<file path="src/rtl/flash_timer_pkg.sv">
package flash_timer_pkg;
	// register widths, as a microcontroller peripheral would hold them
	localparam int DIV_W   = 8;
	localparam int CNT_W   = 16;
	localparam int TICK_W  = 10;
	// erase phase counts four prescaled ticks per count step
	localparam logic [1:0] ERASE_MULT_M1 = 2'h3;
	// reset values of the count registers
	localparam logic [DIV_W-1:0] DIV_RST = 8'h00;
	localparam logic [CNT_W-1:0] CNT_RST = 16'h0000;
	// least address hold and pump enable hold, in clock cycles
	localparam logic [1:0] ADDR_HOLD_CYC = 2'h2;
	localparam logic [1:0] PUMP_HOLD_CYC = 2'h1;
	// clock rate and the smallest 1.32 ms rewrite period in cycles
	localparam int CLK_MHZ       = 250;
	localparam int REWRITE_US_X100 = 132000;
	localparam int REWRITE_CYC   = REWRITE_US_X100 * CLK_MHZ / 100;

	typedef enum logic [6:0] {
		ST_IDLE   = 7'h01,
		ST_START  = 7'h02,
		ST_PULSE  = 7'h04,
		ST_TRAN   = 7'h08,
		ST_END    = 7'h10,
		ST_HOLD   = 7'h20,
		ST_PUMPHD = 7'h40
	} phase_t;

	// one timing instance's settings
	typedef struct packed {
		logic [DIV_W-1:0] prescale_divisor;
		logic [CNT_W-1:0] program_pulse_count;
		logic [CNT_W-1:0] erase_pulse_count;
		logic [CNT_W-1:0] pump_start_count;
		logic [CNT_W-1:0] transition_count;
		logic [CNT_W-1:0] pump_end_count;
	} timing_cfg_t;
endpackage

</file>
<file path="src/rtl/phase_if.sv">
`timescale 1ns/1ps
interface phase_if;
	import flash_timer_pkg::*;
	timing_cfg_t      cfg;
	logic             start;
	logic             erase;
	logic             busy;
	logic             pump_on;
	logic             pulse_on;
	logic             is_erase;
	logic             done;
	modport ctrl (output cfg, start, erase,
		input busy, pump_on, pulse_on, is_erase, done);
	modport seq (input cfg, start, erase,
		output busy, pump_on, pulse_on, is_erase, done);
endinterface

</file>
<file path="src/rtl/flash_program_erase_timer.sv">
`timescale 1ns/1ps
// What this block does, and the limits software keeps
// [RL1] program pulse lasts (divisor+1)*(program count+1) clocks
// [RL2] erase pulse lasts (divisor+1)*4*(erase count+1) clocks
// [RL3] pump start delay (divisor+1)*(start count+1) clocks before pulse
// [RL4] transition interval (divisor+1)*(transition count+1) on switch
// [RL5] pump kept on (divisor+1)*(end count+1) clocks after pulse
// [RL6] software keeps program pulse between 30 and 40 us
// [RL7] software keeps erase pulse at least 1 ms
// [RL8] software keeps pump start delay at least 10 us
// [RL9] software keeps transition interval at least 5 us
// [RL10] software keeps pump end delay at least 5 us
// [RL11] program address held and set up at least 2 clocks
// [RL12] pump enable held at least 1 clock beyond the hold point
// [RL13] software keeps row high-voltage exposure under 25 ms since erase
// [RL14] data rewrite is one erase then four byte programs, >=1.32 ms
// [RL15] data memory instance has its own divisor and counts
// [RL16] isp memory timed by the data memory instance
// [RL17] phases run start delay, pulse, end delay; transition on switch
module flash_program_erase_timer
	import flash_timer_pkg::*;
(
	input  wire logic             MCLK,
	input  wire logic             RST,
	// program memory timing settings
	input  wire logic [DIV_W-1:0] PROGMEM_PRESCALE,
	input  wire logic [CNT_W-1:0] PROGMEM_PULSE,
	input  wire logic [CNT_W-1:0] PROGMEM_ERASE,
	input  wire logic [CNT_W-1:0] PROGMEM_START,
	input  wire logic [CNT_W-1:0] PROGMEM_TRANSITION,
	input  wire logic [CNT_W-1:0] PROGMEM_END,
	input  wire logic             PROGMEM_GO,
	input  wire logic             PROGMEM_ERASE_SEL,
	output logic                  PROGMEM_BUSY,
	output logic                  PROGMEM_PUMP_EN,
	output logic                  PROGMEM_HV_PULSE,
	output logic                  PROGMEM_HV_ERASE,
	output logic                  PROGMEM_DONE,
	// data memory timing settings
	input  wire logic [DIV_W-1:0] DATAMEM_PRESCALE,
	input  wire logic [CNT_W-1:0] DATAMEM_PULSE,
	input  wire logic [CNT_W-1:0] DATAMEM_ERASE,
	input  wire logic [CNT_W-1:0] DATAMEM_START,
	input  wire logic [CNT_W-1:0] DATAMEM_TRANSITION,
	input  wire logic [CNT_W-1:0] DATAMEM_END,
	input  wire logic             DATAMEM_GO,
	input  wire logic             DATAMEM_ERASE_SEL,
	input  wire logic             DATAMEM_ISP_SEL,
	output logic                  DATAMEM_BUSY,
	output logic                  DATAMEM_PUMP_EN,
	output logic                  DATAMEM_HV_PULSE,
	output logic                  DATAMEM_HV_ERASE,
	output logic                  DATAMEM_DONE,
	output logic                  ISP_TARGET
);
	// ********************************************
	// settings registers, one set per instance
	// ********************************************
	timing_cfg_t progmem_cfg_reg;
	timing_cfg_t datamem_cfg_reg;
	logic        isp_reg;
	logic        pm_busy_reg;
	logic        dm_busy_reg;

	phase_if pm ();
	phase_if dm ();

	// settings only load while idle so a running pulse keeps its width
	always_ff @(posedge MCLK or posedge RST) begin
		if (RST) begin
			progmem_cfg_reg <= '{DIV_RST, CNT_RST, CNT_RST, CNT_RST,
				CNT_RST, CNT_RST};
		end else if (!pm.busy) begin
			progmem_cfg_reg <= '{PROGMEM_PRESCALE, PROGMEM_PULSE,
				PROGMEM_ERASE, PROGMEM_START, PROGMEM_TRANSITION,
				PROGMEM_END};
		end
	end

	// [RL15] separate data memory settings
	always_ff @(posedge MCLK or posedge RST) begin
		if (RST) begin
			datamem_cfg_reg <= '{DIV_RST, CNT_RST, CNT_RST, CNT_RST,
				CNT_RST, CNT_RST};
		end else if (!dm.busy) begin
			datamem_cfg_reg <= '{DATAMEM_PRESCALE, DATAMEM_PULSE,
				DATAMEM_ERASE, DATAMEM_START, DATAMEM_TRANSITION,
				DATAMEM_END};
		end
	end

	// [RL16] isp shares the data memory timer
	always_ff @(posedge MCLK or posedge RST) begin
		if (RST)
			isp_reg <= 1'b0;
		else if (DATAMEM_GO && !dm.busy)
			isp_reg <= DATAMEM_ISP_SEL;
	end

	// settings reach the sequencer one cycle after go, so go is delayed
	always_ff @(posedge MCLK or posedge RST) begin
		if (RST) begin
			pm_busy_reg <= 1'b0;
			dm_busy_reg <= 1'b0;
		end else begin
			pm_busy_reg <= PROGMEM_GO && !pm.busy;
			dm_busy_reg <= DATAMEM_GO && !dm.busy;
		end
	end

	logic pm_sel_reg;
	logic dm_sel_reg;
	always_ff @(posedge MCLK or posedge RST) begin
		if (RST) begin
			pm_sel_reg <= 1'b0;
			dm_sel_reg <= 1'b0;
		end else begin
			pm_sel_reg <= PROGMEM_ERASE_SEL;
			dm_sel_reg <= DATAMEM_ERASE_SEL;
		end
	end

	assign pm.cfg   = progmem_cfg_reg;
	assign pm.start = pm_busy_reg;
	assign pm.erase = pm_sel_reg;
	assign dm.cfg   = datamem_cfg_reg;
	assign dm.start = dm_busy_reg;
	assign dm.erase = dm_sel_reg;

	// ********************************************
	// timing engines
	// ********************************************
	phase_sequencer u_progmem (
		.clk (MCLK),
		.rst (RST),
		.p   (pm.seq)
	);

	// [RL14] each rewrite step is one run
	phase_sequencer u_datamem (
		.clk (MCLK),
		.rst (RST),
		.p   (dm.seq)
	);

	// [RL12] pump enable outlasts the pulse
	assign PROGMEM_BUSY     = pm.busy || pm_busy_reg;
	assign PROGMEM_PUMP_EN  = pm.pump_on;
	assign PROGMEM_HV_PULSE = pm.pulse_on;
	assign PROGMEM_HV_ERASE = pm.is_erase;
	assign PROGMEM_DONE     = pm.done;
	assign DATAMEM_BUSY     = dm.busy || dm_busy_reg;
	assign DATAMEM_PUMP_EN  = dm.pump_on;
	assign DATAMEM_HV_PULSE = dm.pulse_on;
	assign DATAMEM_HV_ERASE = dm.is_erase;
	assign DATAMEM_DONE     = dm.done;
	assign ISP_TARGET       = isp_reg;
endmodule

</file>
<file path="src/rtl/phase_sequencer.sv">
`timescale 1ns/1ps
module phase_sequencer
	import flash_timer_pkg::*;
(
	input  wire logic clk,
	input  wire logic rst,
	phase_if.seq      p
);
	phase_t           state_reg;
	logic [DIV_W-1:0] pre_reg;
	logic [CNT_W+1:0] cnt_reg;
	logic [1:0]       hold_reg;
	logic             erase_reg;
	logic             last_erase_reg;
	logic             ran_reg;
	logic             tick;

	// load value for a phase: count plus one steps, erase times four
	function automatic logic [CNT_W+1:0] steps(input logic [CNT_W-1:0] c,
		input logic x4);
		logic [CNT_W+1:0] s;
		s = {2'h0, c};
		if (x4)
			s = {c, ERASE_MULT_M1};
		return s;
	endfunction

	assign tick = (pre_reg == p.cfg.prescale_divisor);

	// ********************************************
	// prescaler: one tick each divisor+1 clocks
	// ********************************************
	always_ff @(posedge clk or posedge rst) begin
		if (rst)
			pre_reg <= DIV_RST;
		// restart in the hold phase so the start delay begins on a full tick
		else if (state_reg == ST_IDLE || state_reg == ST_HOLD
			|| tick)
			pre_reg <= '0;
		else
			pre_reg <= pre_reg + 1'b1;
	end

	// ********************************************
	// phase order
	// ********************************************
	always_ff @(posedge clk or posedge rst) begin
		if (rst) begin
			state_reg      <= ST_IDLE;
			cnt_reg        <= '0;
			hold_reg       <= '0;
			erase_reg      <= 1'b0;
			last_erase_reg <= 1'b0;
			ran_reg        <= 1'b0;
		end else begin
			unique case (state_reg)
			ST_IDLE: begin
				if (p.start) begin
					erase_reg <= p.erase;
					hold_reg  <= ADDR_HOLD_CYC - 2'h1;
					state_reg <= ST_HOLD;
				end
			end
			// [RL11] address setup hold
			ST_HOLD: begin
				if (hold_reg == 2'h0) begin
					cnt_reg   <= steps(p.cfg.pump_start_count, 1'b0);
					state_reg <= ST_START;
				end else
					hold_reg <= hold_reg - 2'h1;
			end
			// [RL3] pump start delay
			ST_START: begin
				if (tick) begin
					if (cnt_reg == '0) begin
						// [RL4] switch program/erase
						if (ran_reg && last_erase_reg != erase_reg) begin
							cnt_reg   <= steps(p.cfg.transition_count, 1'b0);
							state_reg <= ST_TRAN;
						end else begin
							cnt_reg <= erase_reg
								? steps(p.cfg.erase_pulse_count, 1'b1)
								: steps(p.cfg.program_pulse_count, 1'b0);
							state_reg <= ST_PULSE;
						end
					end else
						cnt_reg <= cnt_reg - 1'b1;
				end
			end
			ST_TRAN: begin
				if (tick) begin
					if (cnt_reg == '0) begin
						cnt_reg <= erase_reg
							? steps(p.cfg.erase_pulse_count, 1'b1)
							: steps(p.cfg.program_pulse_count, 1'b0);
						state_reg <= ST_PULSE;
					end else
						cnt_reg <= cnt_reg - 1'b1;
				end
			end
			// [RL1] [RL2] pulse width
			ST_PULSE: begin
				if (tick) begin
					if (cnt_reg == '0) begin
						last_erase_reg <= erase_reg;
						ran_reg        <= 1'b1;
						cnt_reg   <= steps(p.cfg.pump_end_count, 1'b0);
						state_reg <= ST_END;
					end else
						cnt_reg <= cnt_reg - 1'b1;
				end
			end
			// [RL5] pump end delay
			ST_END: begin
				if (tick) begin
					if (cnt_reg == '0) begin
						hold_reg  <= PUMP_HOLD_CYC - 2'h1;
						state_reg <= ST_PUMPHD;
					end else
						cnt_reg <= cnt_reg - 1'b1;
				end
			end
			// [RL12] pump enable extra cycle
			ST_PUMPHD: begin
				if (hold_reg == 2'h0)
					state_reg <= ST_IDLE;
				else
					hold_reg <= hold_reg - 2'h1;
			end
			default: state_reg <= ST_IDLE;
			endcase
		end
	end

	// [RL17] outputs follow phase order
	assign p.busy     = (state_reg != ST_IDLE);
	assign p.pump_on  = (state_reg != ST_IDLE) && (state_reg != ST_HOLD);
	assign p.pulse_on = (state_reg == ST_PULSE);
	assign p.is_erase = erase_reg;
	assign p.done     = (state_reg == ST_PUMPHD) && (hold_reg == 2'h0);
endmodule
</file>
<file path="config.mk">
export PLATFORM = sky130hd
export DESIGN_NAME = flash_program_erase_timer
export DESIGN_NICKNAME = d
export VERILOG_FILES = /design/src/rtl/flash_timer_pkg.sv /design/src/rtl/phase_if.sv /design/src/rtl/flash_program_erase_timer.sv /design/src/rtl/phase_sequencer.sv
export SDC_FILE = /design/constraint.sdc
export NUM_CORES = 1
export LEC_CHECK = 0
export BUFFER_PORTS_ARGS = -buffer_cell sky130_fd_sc_hd__buf_2
export CORE_ASPECT_RATIO = 1.2
export CORE_MARGIN = 8
export CORE_UTILIZATION = 52
export DETAILED_ROUTE_END_ITERATION = 8
export PLACE_DENSITY = 0.77
export SYNTH_ARGS = -nofsm -noshare
export SYNTH_HDL_FRONTEND = slang
export SYNTH_SLANG_ARGS = --single-unit
export TNS_END_PERCENT = 10
</file>
<file path="constraint.sdc">
create_clock -name MCLK -period 7.4 [get_ports MCLK]
set_clock_uncertainty 0.1 [all_clocks]
set_input_delay 0.74 -clock MCLK [delete_from_list [all_inputs] [get_ports MCLK]]
set_output_delay 0.74 -clock MCLK [all_outputs]
set_load 0.01 [all_outputs]
</file>
==> results of run 1 <==
[layout by cell type, fill, tap and decap left out, drive strengths merged, types with 6 or more instances in the layout]
cell type / instances
a2111oi: 6
a211oi: 16
a21oi: 34
a22oi: 22
and2: 6
and3: 13
buf: 204
clkbuf: 37
clkinv: 7
dfrtp: 255
ha: 6
inv: 23
mux2: 17
mux2i: 26
nand2: 573
nand2b: 9
nand3: 27
nand4: 14
nor2: 68
nor3: 34
nor3b: 9
nor4: 19
o211ai: 18
o21a: 7
o21ai: 47
o22ai: 15
o31ai: 26
or2: 11
or3: 7
or4: 10
xnor2: 34
xor2: 15
[critical path: cells and delay by family, from the launching register on]
| family | cells | cell delay [ps] |
|---|---|---|
| AND/OR/NAND/NOR | 3 | 1560 |
| flip-flops | 1 | 480 |
| buffers and inverters | 2 | 290 |
[stage by stage]
| stage | hold slack (ps) | utilization | instance area (sq um) |
|---|---|---|---|
| after floorplan | 337 | - | 13100 |
| after global placement | 353 | 0.576 | 14300 |
| after detailed placement | 359 | 0.576 | 14300 |
| after CTS | 193 | 0.610 | 15100 |
| after global routing | 201 | 0.610 | 15100 |
| final | 210 | 0.610 | 15100 |
[final cells by class]
cell class	count	area [sq um]	area share
sequential	257	6430	0.426
multi-input combinational	1157	6270	0.415
timing repair buffer	204	1060	0.0703
clock buffer	37	752	0.0498
tap	325	407	0.0269
inverter	24	93.8	0.00622
clock inverter	8	80.1	0.00530
[cells by family (layout without fill, tap and decap cells)]
kind of cell	after synthesis	count (layout)	share of synthesized area
AO/OA/AOI/OAI	238	238	0.125
AND/OR/NAND/NOR	821	821	0.277
adder cells (fa/ha/maj)	6	6	0.00571
flip-flops	257	257	0.489
XOR/XNOR	49	49	0.0327
buffers and inverters	112	273	0.0350
multiplexers	43	43	0.0344
[power groups by stage]
stage          sequential [mW]  combinational, mW  clock [mW]
6_report                  2.58               3.14        1.29
5_1_grt                   2.66               3.56        1.37
4_1_cts                   2.57               3.17        1.31
3_5_place_dp              2.59               3.14           0
3_3_place_gp              2.57               3.06           0
2_1_floorplan             2.39               2.45           0
[worst paths after layout]
check / cells after the start / slack, ps / end
max in group asynchronous: 4 / 5240 / pm.cfg[51]
worst max register to register: 8 / 3890 / u_datamem.cnt_reg[6]
worst min register to register: 2 / 370 / pm.cfg[66]
worst max-delay path: 5 / 3680 / PROGMEM_BUSY
min in group asynchronous: 3 / 280 / datamem_cfg_reg[50]
worst min-delay path: 1 / 210 / dm.erase
[layer usage]
metal  track usage  vias to the layer above  wire length [um]
li1              -                     5502                 -
met1         0.294                     5351             15200
met2         0.423                      409             18800
met3        0.0357                       94              1860
met4         0.119                        0              1760
met5             0                        -                 0
==> results.md, run 1 <==
* Outcome: finished, final reports clean
* Max-Cap Viols at 0
* Nets at 1,859
* Rows at 63
* Syn_nets at 1,715
* Logic pwr share at 0.448
* Starting Density at 0.531
* First-pass GRT wire length at 60,900 um
* Nature of the critical path startpoint: flip-flop
* Total track usage at 0.244
* Setup WS post-layout at 3680 ps
* Die area at 30,600 sq um
* Routed WL per cell at 18.7 um
* Count leader, synth: nand2_1
* Clock sinks at 257
* Worst-Skew Late Latency at 540 ps
* Antenna violations before repair at 0
* CTS Buf Count at 26
* Sw Share at 0.441
* Placed insts at 1,967
* Htree depth at 1
* Clock power share at 0.184
* Largest net degree at the start of global routing at 179
* I/O pin count at 194
* Post-Route WL at 37,600 um
* Largest cells by area after synthesis: dfrtp_1 49%, nand2_1 16%, xnor2_1 2.3%
* Hold Path Origin: DATAMEM_ERASE_SEL
* Final hold vios at 0
* HP Class: input pin to flip-flop
* Pre-CTS setup slack at 3920 ps
* Crit path cell chain: nor3_1, nand3_4, nor2_1, inv_1, buf_2
* Pins Over Slew Limit at 0
* Slew @ Worst Pin at 1080 ps
* Asr flop ratio synth at 1.00
* Final Cycle Share at 0.503
* Vias/cell at 5.64
* Synth Instances at 1,526
* Worst EP required at 6560 ps
* Yosys warns at 0
* FILL cells at 2,200
* CTS Buffer Depth at 3
* Root Driver: clkbuf_16
* Setup crit start: u_progmem.state_reg[4]
* Tmin final at 3720 ps
* Top cell type by total area after synthesis: dfrtp_1
* Crit-path max FO at 94
* RSZ-0062 raised after global routing: false
* Initial drt markers at 889
* Die height at 190 um
* Yosys top cell area share at 0.485
* Arrival @ worst endpoint at 2880 ps
* Worst r2r src: u_datamem.cnt_reg[0]
* Number of port buffers at 193
* Total Power at 7.00 mW
* Placeable Area at 24,800 sq um
* Synth Register Bits at 257
* Cell area after synthesis at 13,100 sq um
* DP HPWL at 27,100 um
* Synthesized area per cell at 8.61 sq um
* Cts hold-fix bufs at 0
* Grt ovf at 0
* Sequential share of power at 0.368
* Slowest CP cell: nand3_4
* CTS tree: done
* Switching pwr at 3.09 mW
* Post-synth EDFFs at 0
* CP peak stage delay at 810 ps
* Critical path class: flip-flop to primary output
* Final setup violation count at 0
* Number of global-route vias before repair at 11,600
* Antenna viol nets, final at 0
* Layout Cells excl Fill at 2,012
* Top FF cell, synth: dfrtp_1
* GP Congestion at 0.951
* Seq/Total Area, Yosys at 0.489
* Pwr/cell area at 464 nW/um^2
* Int Power at 3.92 mW
* Peak VDD IR at 0.329 mV
* Accumulated negative setup slack at 0 ps
* CTS clock-pin slew for the worst setup and hold paths at 60 ps
* Drt first pass iters at 5
* Ant diodes at 0
* Top post-synthesis cells by count: 573 x nand2_1, 255 x dfrtp_1, 66 x nor2_1
* Via count at 11,400
* Area growth, synth to finish at 14.9%
* Kind of end point of the critical path: primary output
* Post-CTS sizing at 0
* Layout cells sized above 1 at 0.180
* Residual DRC at 0
* Rel. slew slack at 0.278
* Fmax at 269 MHz
* Die Width at 161 um
* Leak Pwr at 7.40 nW
* Setup Buffers After CTS at 0
* Cell variety after synth at 81
No activity file was read; power rests on OpenSTA's default activity.
==> inputs of run 2 (changes only) <==
Settings changed: CORE_UTILIZATION 52 to 58, PLACE_DENSITY 0.77 to 0.81.
Clock period 7.4 ns to 3.9 ns, I/O delays scaled along.
==> results.md, run 2 (synthesis gave the netlist of run 1 again) <==
* Outcome: finished, final reports clean (unchanged)
* Pwr/cell area at 824 nW/um^2 (was 464 nW/um^2)
* Die height at 181 um (was 190 um)
* Number of global-route vias before repair at 13,300 (was 11,600)
* I/O pin count at 194 (unchanged)
* Layout cells sized above 1 at 0.172 (was 0.180)
* Grt ovf at 0 (unchanged)
* Commonest non-fill, non-tap cell in the layout: nand2_1 (unchanged)
* Placed inst area at 14,300 sq um (about the same)
* Rel. slew slack at 0.420 (was 0.278)
* Die area at 27,800 sq um (was 30,600 sq um)
* Initial drt markers at 1,154 (was 889)
* RSZ-0062 raised after global routing: false (unchanged)
* Final Cycle Share at 0.882
* Nature of the critical path startpoint: flip-flop (unchanged)
* CTS Buf Count at 27 (was 26)
* CTS tree: done (unchanged)
* Routed WL per cell at 20.3 um (was 18.7 um)
* Crit-path max FO at 52 (was 94)
* Worst-Skew Late Latency at 540 ps (about the same)
* Tmin final at 3440 ps
* Pins Over Slew Limit at 0 (unchanged)
* Leak Pwr at 8.27 nW (was 7.40 nW)
* Placeable Area at 22,400 sq um (was 24,800 sq um)
* Worst EP required at 3410 ps (was 6560 ps)
* Post-CTS sizing at 0 (unchanged)
* Arrival @ worst endpoint at 2950 ps (was 2880 ps)
* Fmax at 291 MHz
* Worst reg-to-reg path cell count at 6 (was 8)
* Vias/cell at 5.96 (was 5.64)
* Register area at 6430 sq um (unchanged)
* Most frequent cells in the layout: 572 x nand2_1, 255 x dfrtp_1, 193 x buf_2, 179 x dlygate4sd3_1, 66 x nor2_1 (was 572 x nand2_1, 255 x dfrtp_1, 193 x buf_2, 66 x nor2_1, 45 x o21ai_0)
* Clock sinks at 257 (unchanged)
* HP Class: input pin to flip-flop (unchanged)
* Residual DRC at 0 (unchanged)
* Via count at 12,900 (was 11,400)
* First-pass GRT wire length at 69,800 um (was 60,900 um)
* Die Width at 153 um (was 161 um)
* Peak VDD IR at 0.526 mV (was 0.329 mV)
* DP HPWL at 27,200 um (was 27,100 um)
* Layout Cells excl Fill at 2,164 (was 2,012)
* Number of port buffers at 193 (unchanged)
* GP Congestion at 0.976 (was 0.951)
* FILL cells at 1,468 (was 2,200)
* Accumulated negative setup slack at 0 ps (unchanged)
* Root Driver: clkbuf_16 (unchanged)
* Largest net degree at the start of global routing at 98 (was 179)
* Nets at 2,052 (was 1,859)
* Worst Hold Depth at 3 (was 1)
* Setup Buffers After CTS at 0 (unchanged)
* Placed insts at 1,934 (was 1,967)
* Antenna violations before repair at 0 (unchanged)
* Total track usage at 0.312 (was 0.244)
* Slew @ Worst Pin at 864 ps (was 1080 ps)
* Final hold vios at 0 (unchanged)
* Kind of end point of the critical path: primary output (unchanged)
* Critical path class: flip-flop to primary output (unchanged)
* Area of the multi-input gates at 6270 sq um (unchanged)
* Final Util at 0.764 (was 0.610)
* Max-Cap Viols at 0 (unchanged)
* Drt first pass iters at 5 (unchanged)
* Post-Route WL at 43,800 um (was 37,600 um)
* Rows at 60 (was 63)
* Final instance area at 17,100 sq um (was 15,100 sq um)
* Final setup violation count at 0 (unchanged)
* Htree depth at 1 (unchanged)
* CTS clock-pin slew for the worst setup and hold paths at 60 ps (about the same)
* Area growth, synth to finish at 30.0% (was 14.9%)
* Final hold slack at 25.7 ps (was 210 ps)
* CTS Buffer Depth at 3 (unchanged)
* Antenna viol nets, final at 0 (unchanged)
* Starting Density at 0.588 (was 0.531)
==> run 2: changes by cell type in the layout (fill, tap and decap cells not counted), sizes merged <==
cell	change
buf	+13
bufinv	+3
clkbuf	-1
clkinv	-1
clkinvlp	+2
diode	+1
dlygate4sd3	+179
inv	+2
==> run 2: report_power, final <==
group	total [mW]	leakage, nW	switching (mW)	internal [mW]
registers	4.96	3.21	1.04	3.92
clock network	2.74	0.469	1.09	1.65
logic	6.38	4.59	4.07	2.30
total	14.1	8.27	6.20	7.88
==> run 2: final timing paths <==
path / start / endpoint / slack (ps)
worst max-delay path: u_datamem.state_reg[0] / DATAMEM_PUMP_EN / 460
worst min-delay path: DATAMEM_PULSE[2] / datamem_cfg_reg[66] / 30
worst max register to register: u_progmem.cnt_reg[12] / u_progmem.cnt_reg[4] / 580
worst min register to register: datamem_cfg_reg[57] / datamem_cfg_reg[57] / 370
max in group asynchronous: RST / pm.cfg[45] / 2360
min in group asynchronous: RST / u_progmem.pre_reg[7] / 280
==> run 2: cell type report <==
type / count / share of cell area
inverters: 24 / 0.00549
clock buffers: 36 / 0.0450
multi-input cells: 1157 / 0.367
repair buffers: 396 / 0.175
well taps: 279 / 0.0204
flip-flops and latches: 257 / 0.376
diodes: 1 / 0.000146
clock inverters: 14 / 0.0107
==> run 2: timing repair <==
action | in CTS | in global routing
hold buffers | 179 | 0
endpoints found under the hold margin | 187 | 0
endpoints found under the setup margin | 0 | 0
==> run 2: metrics by stage <==
stage / total power [mW] / setup slack, ps
6_report: 14.1 / 459
5_1_grt: 15.0 / 321
4_1_cts: 13.9 / 539
3_5_place_dp: 10.9 / 779
3_3_place_gp: 10.8 / 844
2_1_floorplan: 9.19 / 26.0
==> run 2: worst max-delay path: stages (launching register included) <==
cell and delay [ps]:
dfstp_2 580, nor4b_1 640, nand2_2 360, buf_4 400
and2_1 260, buf_2 160
==> run 2: per-layer routing <==
| metal | GRT usage | routed length, um | vias to the layer above | part of all wire |
|---|---|---|---|---|
| met5 | 0 | 0 | - | 0 |
| met4 | 0.203 | 3100 | 0 | 0.071 |
| met3 | 0.0609 | 2930 | 194 | 0.067 |
| met2 | 0.557 | 22300 | 643 | 0.51 |
| met1 | 0.332 | 15500 | 6172 | 0.35 |
| li1 | - | - | 5880 | - |
